## src/design/sev_pkg.sv

```systemverilog
package sev_pkg;

  // ----------------------------------------------------------------
  // Register offsets
  // ----------------------------------------------------------------
  localparam logic [7:0] SEV_OFS_STATUS    = 8'h00;
  localparam logic [7:0] SEV_OFS_CONTROL   = 8'h01;
  localparam logic [7:0] SEV_OFS_UP_HI     = 8'h06;
  localparam logic [7:0] SEV_OFS_UP_LO     = 8'h07;
  localparam logic [7:0] SEV_OFS_DN_HI     = 8'h08;
  localparam logic [7:0] SEV_OFS_DN_LO     = 8'h09;
  localparam logic [7:0] SEV_OFS_PERSIST   = 8'h0A;
  localparam logic [7:0] SEV_OFS_NEAR_IND  = 8'h0B;
  localparam logic [7:0] SEV_OFS_NEAR_THR  = 8'h0C;
  localparam logic [7:0] SEV_OFS_GREEN_GN  = 8'h0F;
  localparam logic [7:0] SEV_OFS_IR_GN     = 8'h10;

  // ----------------------------------------------------------------
  // Reset values
  // ----------------------------------------------------------------
  localparam logic [7:0] SEV_RST_STATUS    = 8'h04;
  localparam logic [7:0] SEV_RST_CONTROL   = 8'h24;
  localparam logic [7:0] SEV_RST_THRESH    = 8'h00;
  localparam logic [7:0] SEV_RST_PERSIST   = 8'h00;
  localparam logic [7:0] SEV_RST_GAIN      = 8'h80;

  // ----------------------------------------------------------------
  // Field positions
  // ----------------------------------------------------------------
  localparam int SEV_BIT_LIGHT_FLAG  = 0;
  localparam int SEV_BIT_NEAR_FLAG   = 1;
  localparam int SEV_BIT_POWER_FLAG  = 2;
  localparam int SEV_BIT_LIGHT_EN    = 0;
  localparam int SEV_BIT_NEAR_EN     = 1;
  localparam int SEV_LSB_MODE        = 2;
  localparam int SEV_MSB_MODE        = 4;
  localparam int SEV_BIT_GAIN_SRC    = 5;
  localparam int SEV_LSB_LIGHT_PST   = 0;
  localparam int SEV_LSB_NEAR_PST    = 2;

  // ----------------------------------------------------------------
  // Operating modes
  // ----------------------------------------------------------------
  localparam logic [2:0] SEV_MODE_SHUTDOWN  = 3'h0;
  localparam logic [2:0] SEV_MODE_G_MINUS_IR = 3'h1;
  localparam logic [2:0] SEV_MODE_GREEN     = 3'h2;
  localparam logic [2:0] SEV_MODE_INFRARED  = 3'h3;
  localparam logic [2:0] SEV_MODE_ALTERNATE = 3'h4;
  localparam logic [2:0] SEV_MODE_NEAR_ONLY = 3'h5;

  typedef enum logic [1:0] {
    SEV_SRC_G_MINUS_IR,
    SEV_SRC_GREEN,
    SEV_SRC_INFRARED,
    SEV_SRC_NONE
  } sev_light_src_e;

  // ----------------------------------------------------------------
  // Carriers
  // ----------------------------------------------------------------
  typedef struct packed {
    logic        valid;
    logic        overflow;
    logic [13:0] value;
  } sev_light_s;

  typedef struct packed {
    logic       valid;
    logic [7:0] value;
  } sev_near_s;

  typedef struct packed {
    logic [6:0] green;
    logic [8:0] infrared;
  } sev_gain_s;

endpackage : sev_pkg

```

## src/design/sev_regs.sv

```systemverilog
`timescale 1ns/1ps
module sev_regs
  import sev_pkg::*;
#(
  parameter logic FIRST_REVISION = 1'b0
) (
  input  wire logic       i_ref_clk,
  input  wire logic       i_sys_rst,
  input  wire logic       i_supply_glitch,
  input  wire logic [7:0] i_reg_addr,
  input  wire logic       i_reg_wr,
  input  wire logic       i_reg_rd,
  input  wire logic [7:0] i_reg_wdata,
  output logic [7:0]      o_reg_rdata,
  input  wire sev_light_s i_light,
  input  wire sev_near_s  i_near,
  input  wire sev_gain_s  i_factory_gain,
  output logic            o_event_n_out,
  output logic            o_event_n_oe,
  output sev_gain_s       o_gain,
  output logic            o_analog_on,
  output sev_light_src_e  o_light_src,
  output logic            o_light_run,
  output logic            o_near_run
);

  // ----------------------------------------------------------------
  // Registers
  // ----------------------------------------------------------------
  logic [2:0]  event_status;
  logic [7:0]  main_control;
  logic [13:0] upper_threshold;
  logic [13:0] lower_threshold;
  logic [7:0]  persist_counts;
  logic [7:0]  near_threshold_indicator;
  logic [7:0]  near_threshold_level;
  logic [7:0]  green_gain_with_ir_lsb;
  logic [7:0]  infrared_gain_upper;
  logic [2:0]  light_run_count;
  logic [2:0]  near_run_count;
  logic        glitch_meta;
  logic        glitch_sync;
  logic        glitch_seen;

  // ----------------------------------------------------------------
  // Supply glitch synchroniser
  // ----------------------------------------------------------------
  always_ff @(posedge i_ref_clk or posedge i_sys_rst) begin
    if (i_sys_rst) begin
      glitch_meta <= 1'b0;
      glitch_sync <= 1'b0;
      glitch_seen <= 1'b0;
    end else begin
      glitch_meta <= i_supply_glitch;
      glitch_sync <= glitch_meta;
      glitch_seen <= glitch_sync;
    end
  end

  wire glitch_rise = glitch_sync & ~glitch_seen;

  // ----------------------------------------------------------------
  // Decode
  // ----------------------------------------------------------------
  wire wr_control  = i_reg_wr && (i_reg_addr == SEV_OFS_CONTROL);
  wire wr_up_hi    = i_reg_wr && (i_reg_addr == SEV_OFS_UP_HI);
  wire wr_up_lo    = i_reg_wr && (i_reg_addr == SEV_OFS_UP_LO);
  wire wr_dn_hi    = i_reg_wr && (i_reg_addr == SEV_OFS_DN_HI);
  wire wr_dn_lo    = i_reg_wr && (i_reg_addr == SEV_OFS_DN_LO);
  wire wr_persist  = i_reg_wr && (i_reg_addr == SEV_OFS_PERSIST);
  wire wr_near_ind = i_reg_wr && (i_reg_addr == SEV_OFS_NEAR_IND);
  wire wr_near_thr = i_reg_wr && (i_reg_addr == SEV_OFS_NEAR_THR);
  wire wr_green_gn = i_reg_wr && (i_reg_addr == SEV_OFS_GREEN_GN);
  wire wr_ir_gn    = i_reg_wr && (i_reg_addr == SEV_OFS_IR_GN);
  wire rd_status   = i_reg_rd && (i_reg_addr == SEV_OFS_STATUS);

  wire [2:0] mode       = main_control[SEV_MSB_MODE:SEV_LSB_MODE];
  wire       light_en   = main_control[SEV_BIT_LIGHT_EN];
  wire       near_en    = main_control[SEV_BIT_NEAR_EN];
  wire       gain_src   = main_control[SEV_BIT_GAIN_SRC];
  wire [1:0] light_pst  = persist_counts[SEV_LSB_LIGHT_PST +: 2];
  wire [1:0] near_pst   = persist_counts[SEV_LSB_NEAR_PST +: 2];

  // ----------------------------------------------------------------
  // Mode decode
  // ----------------------------------------------------------------
  // Reserved codes behave as shutdown so the analog side stays idle.
  wire light_mode = (mode == SEV_MODE_G_MINUS_IR) ||
                    (mode == SEV_MODE_GREEN) ||
                    (mode == SEV_MODE_INFRARED) ||
                    (mode == SEV_MODE_ALTERNATE);
  wire near_mode  = (mode == SEV_MODE_ALTERNATE) ||
                    (mode == SEV_MODE_NEAR_ONLY);

  assign o_light_run = light_mode;
  assign o_near_run  = near_mode;
  assign o_analog_on = light_mode | near_mode;

  always_comb begin
    case (mode)
      SEV_MODE_G_MINUS_IR: o_light_src = SEV_SRC_G_MINUS_IR;
      SEV_MODE_GREEN:      o_light_src = SEV_SRC_GREEN;
      SEV_MODE_INFRARED:   o_light_src = SEV_SRC_INFRARED;
      SEV_MODE_ALTERNATE:  o_light_src = SEV_SRC_G_MINUS_IR;
      default:             o_light_src = SEV_SRC_NONE;
    endcase
  end

  // ----------------------------------------------------------------
  // Gain selection
  // ----------------------------------------------------------------
  wire sev_gain_s soft_gain = '{
    green:    green_gain_with_ir_lsb[7:1],
    infrared: {infrared_gain_upper, green_gain_with_ir_lsb[0]}
  };

  assign o_gain = gain_src ? i_factory_gain : soft_gain;

  // ----------------------------------------------------------------
  // Event qualification
  // ----------------------------------------------------------------
  // Readings only count when the matching measurement is running.
  wire light_take = i_light.valid && light_mode && light_en;
  wire near_take  = i_near.valid && near_mode && near_en;

  wire light_out  = (i_light.value > upper_threshold) ||
                    (i_light.value < lower_threshold);
  wire near_above = i_near.value > near_threshold_level;

  wire [2:0] light_run_next = (light_run_count == 3'h7) ?
                              light_run_count : light_run_count + 3'h1;
  wire [2:0] near_run_next  = (near_run_count == 3'h7) ?
                              near_run_count : near_run_count + 3'h1;

  wire light_hit = light_take && light_out &&
                   (light_run_next > {1'b0, light_pst});
  wire light_ovf = light_take && i_light.overflow;
  wire near_hit  = near_take && near_above &&
                   (near_run_next > {1'b0, near_pst});

  always_ff @(posedge i_ref_clk or posedge i_sys_rst) begin
    if (i_sys_rst) begin
      light_run_count <= 3'h0;
      near_run_count  <= 3'h0;
    end else begin
      if (!light_en || glitch_rise) begin
        light_run_count <= 3'h0;
      end else if (light_take) begin
        light_run_count <= light_out ? light_run_next : 3'h0;
      end
      if (!near_en || glitch_rise) begin
        near_run_count <= 3'h0;
      end else if (near_take) begin
        near_run_count <= near_above ? near_run_next : 3'h0;
      end
    end
  end

  // ----------------------------------------------------------------
  // Event flags
  // ----------------------------------------------------------------
  // A new event wins over a clearing read in the same cycle.
  wire next_light_en = wr_control ? i_reg_wdata[SEV_BIT_LIGHT_EN]
                                  : light_en;
  wire next_near_en  = wr_control ? i_reg_wdata[SEV_BIT_NEAR_EN]
                                  : near_en;

  wire next_light_flag = next_light_en &&
    (light_hit || light_ovf ||
     (event_status[SEV_BIT_LIGHT_FLAG] && !rd_status));
  wire next_near_flag  = next_near_en &&
    (near_hit ||
     (event_status[SEV_BIT_NEAR_FLAG] && !rd_status));
  wire next_power_flag = glitch_rise ||
    (event_status[SEV_BIT_POWER_FLAG] && !rd_status);

  always_ff @(posedge i_ref_clk or posedge i_sys_rst) begin
    if (i_sys_rst) begin
      event_status <= SEV_RST_STATUS[2:0];
    end else begin
      event_status <= {next_power_flag, next_near_flag,
                       next_light_flag};
    end
  end

  // ----------------------------------------------------------------
  // Event request line
  // ----------------------------------------------------------------
  wire power_drives = event_status[SEV_BIT_POWER_FLAG] &&
                      !FIRST_REVISION;

  assign o_event_n_out = 1'b0;
  assign o_event_n_oe  = event_status[SEV_BIT_LIGHT_FLAG] ||
                         event_status[SEV_BIT_NEAR_FLAG] ||
                         power_drives;

  // ----------------------------------------------------------------
  // Control and threshold registers
  // ----------------------------------------------------------------
  // Only writes change main_control; a supply glitch also reloads the thresholds and persist_counts. Shutdown leaves them intact.
  always_ff @(posedge i_ref_clk or posedge i_sys_rst) begin
    if (i_sys_rst) begin
      main_control <= SEV_RST_CONTROL;
    end else if (wr_control) begin
      main_control <= {2'b00, i_reg_wdata[5:0]};
    end
  end

  always_ff @(posedge i_ref_clk or posedge i_sys_rst) begin
    if (i_sys_rst) begin
      upper_threshold          <= {SEV_RST_THRESH[5:0], SEV_RST_THRESH};
      lower_threshold          <= {SEV_RST_THRESH[5:0], SEV_RST_THRESH};
      persist_counts           <= SEV_RST_PERSIST;
      near_threshold_indicator <= SEV_RST_THRESH;
      near_threshold_level     <= SEV_RST_THRESH;
    end else if (glitch_rise) begin
      upper_threshold          <= {SEV_RST_THRESH[5:0], SEV_RST_THRESH};
      lower_threshold          <= {SEV_RST_THRESH[5:0], SEV_RST_THRESH};
      persist_counts           <= SEV_RST_PERSIST;
      near_threshold_indicator <= SEV_RST_THRESH;
      near_threshold_level     <= SEV_RST_THRESH;
    end else begin
      if (wr_up_hi) begin
        upper_threshold[13:8] <= i_reg_wdata[5:0];
      end
      if (wr_up_lo) begin
        upper_threshold[7:0] <= i_reg_wdata;
      end
      if (wr_dn_hi) begin
        lower_threshold[13:8] <= i_reg_wdata[5:0];
      end
      if (wr_dn_lo) begin
        lower_threshold[7:0] <= i_reg_wdata;
      end
      if (wr_persist) begin
        persist_counts <= {4'h0, i_reg_wdata[3:0]};
      end
      if (wr_near_ind) begin
        near_threshold_indicator <= i_reg_wdata;
      end
      if (wr_near_thr) begin
        near_threshold_level <= i_reg_wdata;
      end
    end
  end

  always_ff @(posedge i_ref_clk or posedge i_sys_rst) begin
    if (i_sys_rst) begin
      green_gain_with_ir_lsb <= SEV_RST_GAIN;
      infrared_gain_upper    <= SEV_RST_GAIN;
    end else begin
      if (wr_green_gn) begin
        green_gain_with_ir_lsb <= i_reg_wdata;
      end
      if (wr_ir_gn) begin
        infrared_gain_upper <= i_reg_wdata;
      end
    end
  end

  // ----------------------------------------------------------------
  // Read data
  // ----------------------------------------------------------------
  logic [7:0] read_mux;

  always_comb begin
    case (i_reg_addr)
      SEV_OFS_STATUS:   read_mux = {5'h00, event_status};
      SEV_OFS_CONTROL:  read_mux = main_control;
      SEV_OFS_UP_HI:    read_mux = {2'b00, upper_threshold[13:8]};
      SEV_OFS_UP_LO:    read_mux = upper_threshold[7:0];
      SEV_OFS_DN_HI:    read_mux = {2'b00, lower_threshold[13:8]};
      SEV_OFS_DN_LO:    read_mux = lower_threshold[7:0];
      SEV_OFS_PERSIST:  read_mux = persist_counts;
      SEV_OFS_NEAR_IND: read_mux = near_threshold_indicator;
      SEV_OFS_NEAR_THR: read_mux = near_threshold_level;
      SEV_OFS_GREEN_GN: read_mux = green_gain_with_ir_lsb;
      SEV_OFS_IR_GN:    read_mux = infrared_gain_upper;
      default:          read_mux = 8'h00;
    endcase
  end

  always_ff @(posedge i_ref_clk or posedge i_sys_rst) begin
    if (i_sys_rst) begin
      o_reg_rdata <= 8'h00;
    end else if (i_reg_rd) begin
      o_reg_rdata <= read_mux;
    end
  end

endmodule : sev_regs

```

## config.mk

```make
export PLATFORM = sky130hd
export DESIGN_NAME = sev_regs
export DESIGN_NICKNAME = d
export VERILOG_FILES = /design/src/design/sev_pkg.sv /design/src/design/sev_regs.sv
export SDC_FILE = /design/constraint.sdc
export NUM_CORES = 1
export LEC_CHECK = 0
export BUFFER_PORTS_ARGS = -buffer_cell sky130_fd_sc_hd__buf_2
export CAP_MARGIN = 40
export CORE_MARGIN = 2
export CORE_UTILIZATION = 55
export CTS_CLUSTER_DIAMETER = 80
export CTS_CLUSTER_SIZE = 40
export DETAILED_ROUTE_END_ITERATION = 7
export GPL_TIMING_DRIVEN = 0
export PLACE_DENSITY = 0.87
export SLEW_MARGIN = 5
export SYNTH_ARGS = -nofsm -noshare
export SYNTH_HDL_FRONTEND = slang
export SYNTH_SLANG_ARGS = --single-unit
```

## constraint.sdc

```tcl
create_clock -name i_ref_clk -period 5.7 [get_ports i_ref_clk]
set_input_delay 1.71 -clock i_ref_clk [delete_from_list [all_inputs] [get_ports i_ref_clk]]
set_output_delay 1.71 -clock i_ref_clk [all_outputs]
set_load 0.1 [all_outputs]
```

==> results of run 1 <==
==> registers in the layout, indices dropped and copies added (netlist names), 4 cells and up <==
name / flops
persist_counts: 4
upper_threshold: 14
near_threshold_level: 8
lower_threshold: 14
infrared_gain_upper: 8
main_control: 6
green_gain_with_ir_lsb: 8
near_threshold_indicator: 8
o_reg_rdata: 8
==> final timing paths <==
path | startpoint | to | slack [ps] | depth (start not counted)
worst max-delay path | main_control[5] | o_gain[11] | 1400 | 4
worst min-delay path | glitch_meta | glitch_sync | 360 | 0
worst max register to register | upper_threshold[4] | light_run_count[0] | 3370 | 9
worst min register to register | glitch_meta | glitch_sync | 360 | 0
max in group asynchronous | i_sys_rst | infrared_gain_upper[7] | 3670 | 3
min in group asynchronous | i_sys_rst | near_threshold_indicator[6] | 1350 | 2
==> cell usage after synthesis (3+ instances only) <==
cell type	count	area share (%)
a22o_1	6	0.95
a222oi_1	6	1.1
nor2_1	50	3.4
mux2_1	5	1.0
buf_2	10	0.91
nor2b_1	4	0.45
mux2_2	36	7.4
nand3_1	28	2.5
a221oi_1	5	0.79
and3_1	7	0.79
o21ai_0	17	1.5
nand2_1	43	2.9
a31oi_1	5	0.57
a22oi_1	11	1.5
ha_1	41	9.3
dfrtp_1	85	39
mux2i_1	34	6.2
clkbuf_1	24	1.6
xor2_1	3	0.48
a21oi_1	39	3.5
inv_1	47	3.2
a21o_1	6	0.82
nand4_1	6	0.68
dfstp_2	5	2.4
==> metrics by stage <==
step / setup slack, ps / cell area (µm²) / utilization, % / power, mW
after floorplan: 841 / 5510 / - / 0.902
after global placement: 736 / 6090 / 62.3 / 0.972
after detailed placement: 1630 / 6120 / 62.6 / 0.983
after CTS: 1400 / 6290 / 64.3 / 1.37
after global routing: 1310 / 6290 / 64.3 / 1.41
final: 1400 / 6290 / 64.3 / 1.37
==> critical path: stages, from the launching register on <==
cell	delay (ps)
dfstp_2	530
clkbuf_1	480
clkbuf_1	500
mux2_2	400
buf_2	290
==> power by group <==
group	internal [mW]	leakage (nW)	total [mW]	switching, mW
combinational	0.0723	1.76	0.305	0.233
sequential	0.654	1.21	0.667	0.0136
clock	0.171	0.0807	0.393	0.222
total	0.897	3.06	1.37	0.469
==> routing by layer <==
metal | global-route usage (%) | vias up | part of all wire (%)
met3 | 6.33 | 44 | 9.3
met2 | 48.1 | 276 | 47
met5 | 0 | - | 0
met4 | 10.7 | 0 | 2.9
met1 | 40.2 | 2440 | 40
li1 | - | 2220 | -
==> layout make-up <==
cell class / count / share of cell area (%)
tap: 133 / 2.65
timing repair buffer: 83 / 6.97
clock buffer: 14 / 2.43
clock inverter: 2 / 0.199
buffer: 38 / 2.71
sequential: 90 / 35.9
inverter: 47 / 2.85
multi-input combinational: 397 / 46.3
==> cells by family (layout without fill, tap and decap cells) <==
group | after synthesis | count (layout) | share of synthesized area [%]
xor gates and xnor gates | 4 | 4 | 0.635
muxes | 75 | 75 | 14.5
AOI/OAI and AO/OA | 118 | 118 | 14.4
buffers and inverters | 85 | 184 | 6.29
and+or+nand+nor | 158 | 158 | 13.8
DFF | 90 | 90 | 41.0
other | 1 | 1 | 0.0680
adders and majority gates | 41 | 41 | 9.30
==> out/metrics.yaml, run 1 <==
placed_design:
  gp_congestion: 0.959
  dp_cells: 788
  place_hpwl_um: 12100
  io_buffers: 82
clocking:
  hold_buffers: 0
  numCtsBuffers: 9
  cts_setup_buffers: 0
  cts_resized: 0
  root_buffer: "clkbuf_8"
  cts_tree: "built"
  cts_buffer_depth: 2
  ctsHtreeMaxLevel: 3
  insertion_delay_ps: 380
  clkSlewWorstSetupHoldPaths_ps: 80
  cts_sinks: 90
yosys:
  syn_inst: 572
  synth_seq_cells: 90
  yosys_warnings: 0
  async_flop_share_pct: 100
  seq_area_frac_synth_pct: 41.0
  synth.avg_cell_area_um2: 9.64
  synth-edff-count: 0
  synthDistinctLibCells: 58
  synth-main-ff-cell: "dfrtp_1"
  synth.net_count: 675
  synth_area_um2: 5510
timing:
  max-slew-margin-rel_pct: 50.6
  fin_crit_ps: 4300
  drv_slew: 0
  finalSetupTns_ps: 0
  holdWs_ps: 359
  rsz0062_at_grt: "false"
  min_period_over_period_pct: 75.4
  clock_skew_ps: 12.7
  hold_violations: 0
  worstMarginPinSlew_ps: 741
  max_freq_mhz: 233
  setup_viol: 0
floorplanning:
  die_area_um2: 10800
  core_area_um2: 9770
  num_rows: 36
  ios: 93
  die_h_um: 104
  die_width_um: 104
  start_util_pct: 56.4
drt:
  viasPerCell: 6.19
  drt-total-wl_um: 15900
  firstDrtPassIters: 7
  antenna_left: 0
  initialDrtViolationCount: 535
  route.detailed.drc: 0
  wl_per_cell_um: 19.8
  via_count: 4980
flow_run:
  max_cap_viol_count: 0
global_route:
  antenna_found_initial: 0
  track_usage_pct: 29.9
  grt.overflow.total: 0
  grt_pass1_vias: 4880
  grt_pass1_wl_um: 25200
  grt_max_degree: 58
power:
  leakage_nw: 3.06
  power.density_nw_per_um2: 217
  ir_worst_vdd_v: 0.000137
layout:
  layout_commonest_cell: "buf_2"
  multi_input_area_um2: 2910
  final_cell_mix: "buf_2, dfrtp_1, nor2_1"
  n_fill_cell: 796
  instances_no_fill: 804
  n_antenna_cell: 0
  drive_above_1_share_pct: 23.8
  seq_area_um2: 2260
  nets: 769
  areaGrowthSynthToFinish_pct: 14.0
worst_setup_path:
  cp-end-kind: "primary output"
  crit_arrival_ps: 2590
  crit_type: "flip-flop to primary output"
  path_max_fanout: 10
  critPathRequiredTime_ps: 3990
  crit_path_start_kind: "flip-flop"
hold_path:
  hold_class: "flip-flop to flip-flop"
outcome:
  status: "completed"
Power figures use the tool's default switching activity.
==> run 2: changes to the inputs <==
ABC_AREA = 1   (was default)
CORE_UTILIZATION = 52   (was 55)
PLACE_DENSITY = 0.86   (was 0.87)
clock period = 3.5 ns   (was 5.7 ns; I/O delays follow)
==> run 2 against run 1 <==
Utilization down 3.6 points. Die area up 8.1%. Final cell count increased by 24%. Setup slack worse by 1100 ps. Sequential share of layout area decreased by 1.3 points. Critical endpoint is now o_gain[9]. Largest cell class unchanged.
==> out/metrics.yaml, run 2 <==
outcome:
  status: "completed"
worst_setup_path:
  critPathRequiredTime_ps: 2450
  crit_path_start: "main_control[5]"
  crit_type: "flip-flop to primary output"
  path_max_fanout: 10
  reg2reg_from: "glitch_sync"
  crit_arrival_ps: 2180
  cp-end-kind: "primary output"
  crit_path_start_kind: "flip-flop"
global_route:
  track_usage_pct: 26.4
  grt_max_degree: 65
  busiest_layer: "met2"
  grt_use_met1_pct: 35.1
  grt.overflow.total: 0
  grt_pass1_vias: 4785
  antenna_found_initial: 0
  use_met3_pct: 6.33
  grt_util_met2_pct: 41.8
  grt_pass1_wl_um: 23500
floorplanning:
  ios: 93
  num_rows: 38
  die_area_um2: 11700
  start_util_pct: 52.6
  die_h_um: 108
  core_area_um2: 10700
  die_width_um: 108
yosys:
  synth_top_cell_by_area: "dfrtp_1"
  synth-edff-count: 0
  syn_inst: 751
  synth.net_count: 854
  synth_area_leaders: "dfrtp_1, nand2_1, ha_1, o21ai_0, inv_1"
  synth-main-ff-cell: "dfrtp_1"
  synth_area_um2: 5650
  yosys-top-cells-count: "nand2_1, inv_1, o21ai_0"
  async_flop_share_pct: 100
  synth.avg_cell_area_um2: 7.53
  synthDistinctLibCells: 43
  synth.most_common_cell: "nand2_1"
  yosys_warnings: 0
  synth_seq_cells: 90
  synth_top_area_share_pct: 37.6
  seq_area_frac_synth_pct: 40.0
layout:
  seq_area_um2: 2260
  n_fill_cell: 972
  fin_util_pct: 60.7
  nets: 956
  n_antenna_cell: 0
  drive_above_1_share_pct: 18.9
  areaGrowthSynthToFinish_pct: 15.4
  multi_input_area_um2: 2820
  layout_commonest_cell: "nand2_1"
  reg_top3: "lower_threshold: 14 flops, upper_threshold: 14 flops"
  final_cell_mix: "nand2_1, inv_1, buf_2"
timing:
  rsz0062_at_grt: "false"
  setup_viol: 0
  drv_slew: 0
  worstMarginPinSlew_ps: 747
  max-slew-margin-rel_pct: 49.8
  fin_crit_ps: 3230
  min_period_over_period_pct: 92.3
  hold_violations: 0
  setup_slack_ps: 271
  clock_skew_ps: 12.7
  max_freq_mhz: 310
placed_design:
  place_hpwl_um: 11700
  gp_congestion: 0.923
  pre_cts_ws_ps: 675
  io_buffers: 90
power:
  comb_power_share_pct: 27.2
  swShare_pct: 36.0
  power.density_nw_per_um2: 411
  switching_power_mw: 0.964
  leakage_nw: 3.42
  p_int_mw: 1.72
  ir_worst_vdd_v: 0.000219
  p_clk_share_pct: 28.2
  p_seq_share_pct: 44.5
drt:
  drt-total-wl_um: 14800
  antenna_left: 0
  wl_per_cell_um: 14.9
  firstDrtPassIters: 6
  via_count: 5213
  viasPerCell: 5.22
  route.detailed.drc: 0
  initialDrtViolationCount: 487
clocking:
  ctsHtreeMaxLevel: 3
  numCtsBuffers: 9
  cts_buffer_depth: 2
  cts_sinks: 90
  insertion_delay_ps: 390
  cts_tree: "built"
  clkSlewWorstSetupHoldPaths_ps: 90
  hold_buffers: 0
  root_buffer: "clkbuf_8"
  cts_resized: 0
  cts_setup_buffers: 0
flow_run:
  max_cap_viol_count: 0
hold_path:
  hold_path.startpoint: "glitch_meta"
  hold_class: "flip-flop to flip-flop"
==> run 2: cell count changes after synthesis, moves of 7 or more <==
cell      previous run  this run
and3_1               7         0
o21ai_2              0         8
mux2i_1             34         0
nand2_1             43       219
o22ai_1              0        10
nor2_1              50        57
inv_1               47       119
o21ai_0             17        91
a21oi_1             39        15
o21ai_1              2        11
a22oi_1             11         0
mux2_2              36         0
buf_2               10         3
clkbuf_1            24         4
==> run 2: power groups by stage <==
stage                     registers (mW)  clock network [mW]  logic, mW
after floorplan                     1.20                   0      0.539
after global placement              1.21                   0      0.701
after detailed placement            1.21                   0      0.726
after CTS                           1.19               0.753      0.730
after global routing                1.20               0.799      0.814
final                               1.19               0.757      0.730
==> run 2: final timing paths <==
check	endpoint	slack, ps	cells after the start
worst max-delay path	o_gain[9]	270	5
worst min-delay path	glitch_sync	360	0
worst max register to register	near_threshold_level[3]	1610	6
worst min register to register	glitch_sync	360	0
max in group asynchronous	main_control[2]	2180	3
min in group asynchronous	o_reg_rdata[4]	630	2
==> run 2: kinds of logic after synthesis <==
kind of cell             count (synthesis)  synth area share (%)
other                                    1                0.0663
adder cells (fa/ha/maj)                 41                  9.07
AO/OA/AOI/OAI                          146                  14.7
AND/OR/NAND/NOR                        330                  25.4
flip-flops                              90                  40.0
buffers and inverters                  140                  10.3
XOR/XNOR                                 3                 0.465
==> run 2: per-stage QoR <==
step	cell area (µm²)	TNS [ps]	instances	power (mW)	hold slack, ps
CTS	6520	0	998	2.67	360
global route	6520	0	998	2.82	370
global placement	6290	-79960	981	1.91	336
floorplan	5660	-2000	751	1.74	331
detailed placement	6320	0	982	1.94	342
finish	6520	0	998	2.68	359
==> run 2: area by class of cell <==
class,instances,area share [%]
Buffer,16,1.67
Clock buffer,12,2.38
Clock inverter,4,0.767
Inverter,124,7.29
Multi-Input combinational cell,521,43.2
Sequential cell,90,34.6
Tap cell,140,2.69
Timing Repair Buffer,91,7.33
==> run 2: metal layers <==
layer,vias to the layer above,share of wire (%)
met3,32,9.0
met2,244,46
li1,2597,-
met4,0,2.6
met1,2340,42
met5,-,0
==> run 2: critical path, stage by stage (launching register included) <==
cell and delay, ps:
dfstp_2 520, clkbuf_1 280, clkbuf_1 350, nand2_1 90, o21ai_0 90, buf_2 450
==> run 3: changes to the inputs <==
REMOVE_ABC_BUFFERS = 1   (was default)
==> run 3 against run 2 <==
Via count fell by 0.52%. Worst hold slack got worse by 3.9 ps. Design area fell by 1.1%. Critical endpoint is now o_analog_on.
==> out/metrics.yaml, run 3 (same netlist as run 2, synthesis figures left out) <==
timing:
  worstMarginPinSlew_ps: 648
  setup_viol: 0
  drv_slew: 0
  max_freq_mhz: 328
  fin_crit_ps: 3050
  clock_skew_ps: 11.9
  max-slew-margin-rel_pct: 56.7
  min_period_over_period_pct: 87.2
  hold_violations: 0
  rsz0062_at_grt: "false"
hold_path:
  hold_end: "glitch_sync"
  holdPathStages: 0
  hold_class: "flip-flop to flip-flop"
  hold_path.startpoint: "glitch_meta"
layout:
  layout_commonest_cell: "nand2_1"
  n_fill_cell: 962
  reg_top3: "lower_threshold: 14 flops, upper_threshold: 14 flops"
  drive_above_1_share_pct: 18.2
  multi_input_area_um2: 2810
  fin_util_pct: 60.0
  final_cell_mix: "nand2_1, inv_1, o21ai_0, buf_2, dfrtp_1"
  nets: 943
  seq_area_um2: 2260
  n_antenna_cell: 0
  instances_no_fill: 985
  final_area_um2: 6450
  areaGrowthSynthToFinish_pct: 14.1
worst_setup_path:
  reg2reg_from: "glitch_seen"
  regToRegSetupSlack_ps: 1360
  path_max_fanout: 7
  crit_type: "flip-flop to primary output"
  r2r_end: "near_threshold_indicator[7]"
  cp-end-kind: "primary output"
  critPathRequiredTime_ps: 2450
  crit_path_start_kind: "flip-flop"
  crit_arrival_ps: 2000
  reg2reg_depth: 6
power:
  power.density_nw_per_um2: 421
  total_power_mw: 2.72
  comb_power_share_pct: 26.2
  p_int_mw: 1.77
  leakage_nw: 3.39
  swShare_pct: 35.0
  p_seq_share_pct: 44.2
  p_clk_share_pct: 29.6
  ir_worst_vdd_v: 0.000340
  switching_power_mw: 0.951
clocking:
  hold_buffers: 0
  cts_buffer_depth: 2
  cts_sinks: 90
  insertion_delay_ps: 370
  root_buffer: "clkbuf_8"
  ctsHtreeMaxLevel: 3
  cts_tree: "built"
  cts_setup_buffers: 0
  numCtsBuffers: 9
  clkSlewWorstSetupHoldPaths_ps: 100
  cts_resized: 0
drt:
  route.detailed.drc: 0
  initialDrtViolationCount: 422
  via_count: 5186
  wl_per_cell_um: 14.3
  viasPerCell: 5.26
  firstDrtPassIters: 6
  antenna_left: 0
  drt-total-wl_um: 14100
global_route:
  grt_pass1_wl_um: 23000
  antenna_found_initial: 0
  grt_max_degree: 52
  track_usage_pct: 25.3
  grt_pass1_vias: 4989
  grt.overflow.total: 0
placed_design:
  dp_cells: 969
  io_buffers: 91
  place_hpwl_um: 11100
  gp_congestion: 0.920
  placed_cell_area_um2: 6220
floorplanning:
  die_h_um: 108
  core_area_um2: 10700
  die_width_um: 108
  die_area_um2: 11700
  num_rows: 38
  start_util_pct: 52.6
  ios: 93
flow_run:
  max_cap_viol_count: 0
outcome:
  status: "completed"
==> run 3: changes by cell type in the layout (fill, tap and decap cells not counted), sizes merged <==
cell      before  now
buf          103   94
bufinv         1    2
clkbuf        16   10
clkinv         2    4
clkinvlp       2    1
==> run 3: power groups by stage <==
stage | Sequential (mW) | Combinational (mW) | Clock [mW]
finish | 1.20 | 0.712 | 0.805
CTS | 1.20 | 0.712 | 0.811
global placement | 1.21 | 0.679 | 0
detailed placement | 1.22 | 0.708 | 0
floorplan | 1.21 | 0.523 | 0
global route | 1.21 | 0.799 | 0.852
==> run 3: worst max-delay path, stage by stage, from the launching register on <==
cell	delay, ps
dfrtp_1	380
inv_1	230
xor2_1	410
or2_2	190
buf_2	420
==> run 3: worst max path at each step <==
stage / slack, ps / to / from / cells after the start
final: 450 / o_analog_on / main_control[4] / 4
after global routing: 280 / o_gain[1] / main_control[5] / 4
after CTS: 460 / o_analog_on / main_control[4] / 4
after detailed placement: 720 / o_gain[14] / i_factory_gain[14] / 4
after global placement: -930 / upper_threshold[4] / i_sys_rst / 2
after floorplan: -850 / o_light_src[1] / main_control[2] / 3
==> run 3: stage by stage <==
stage / hold WS, ps / setup WS [ps] / TNS [ps]
after detailed placement: 337 / 723 / 0
final: 355 / 448 / 0
after global placement: 332 / -935 / -79210
after CTS: 359 / 460 / 0
after floorplan: 331 / -846 / -2250
after global routing: 368 / 278 / 0
==> run 3: metal layers <==
layer / track usage, % / vias to the layer above / routed length (µm)
met4: 12.3 / 0 / 422
met1: 32.9 / 2361 / 5980
met5: 0 / - / 0
met2: 41.0 / 216 / 6660
met3: 4.46 / 39 / 1050
li1: - / 2570 / -
==> run 3: final cells by class <==
class                           instances  area share, %
Timing Repair Buffer                   94           7.72
Sequential cell                        90           35.0
Multi-Input combinational cell        521           43.6
Tap cell                              140           2.72
Inverter                              124           7.37
Clock buffer                           10           2.13
Clock inverter                          6           1.40
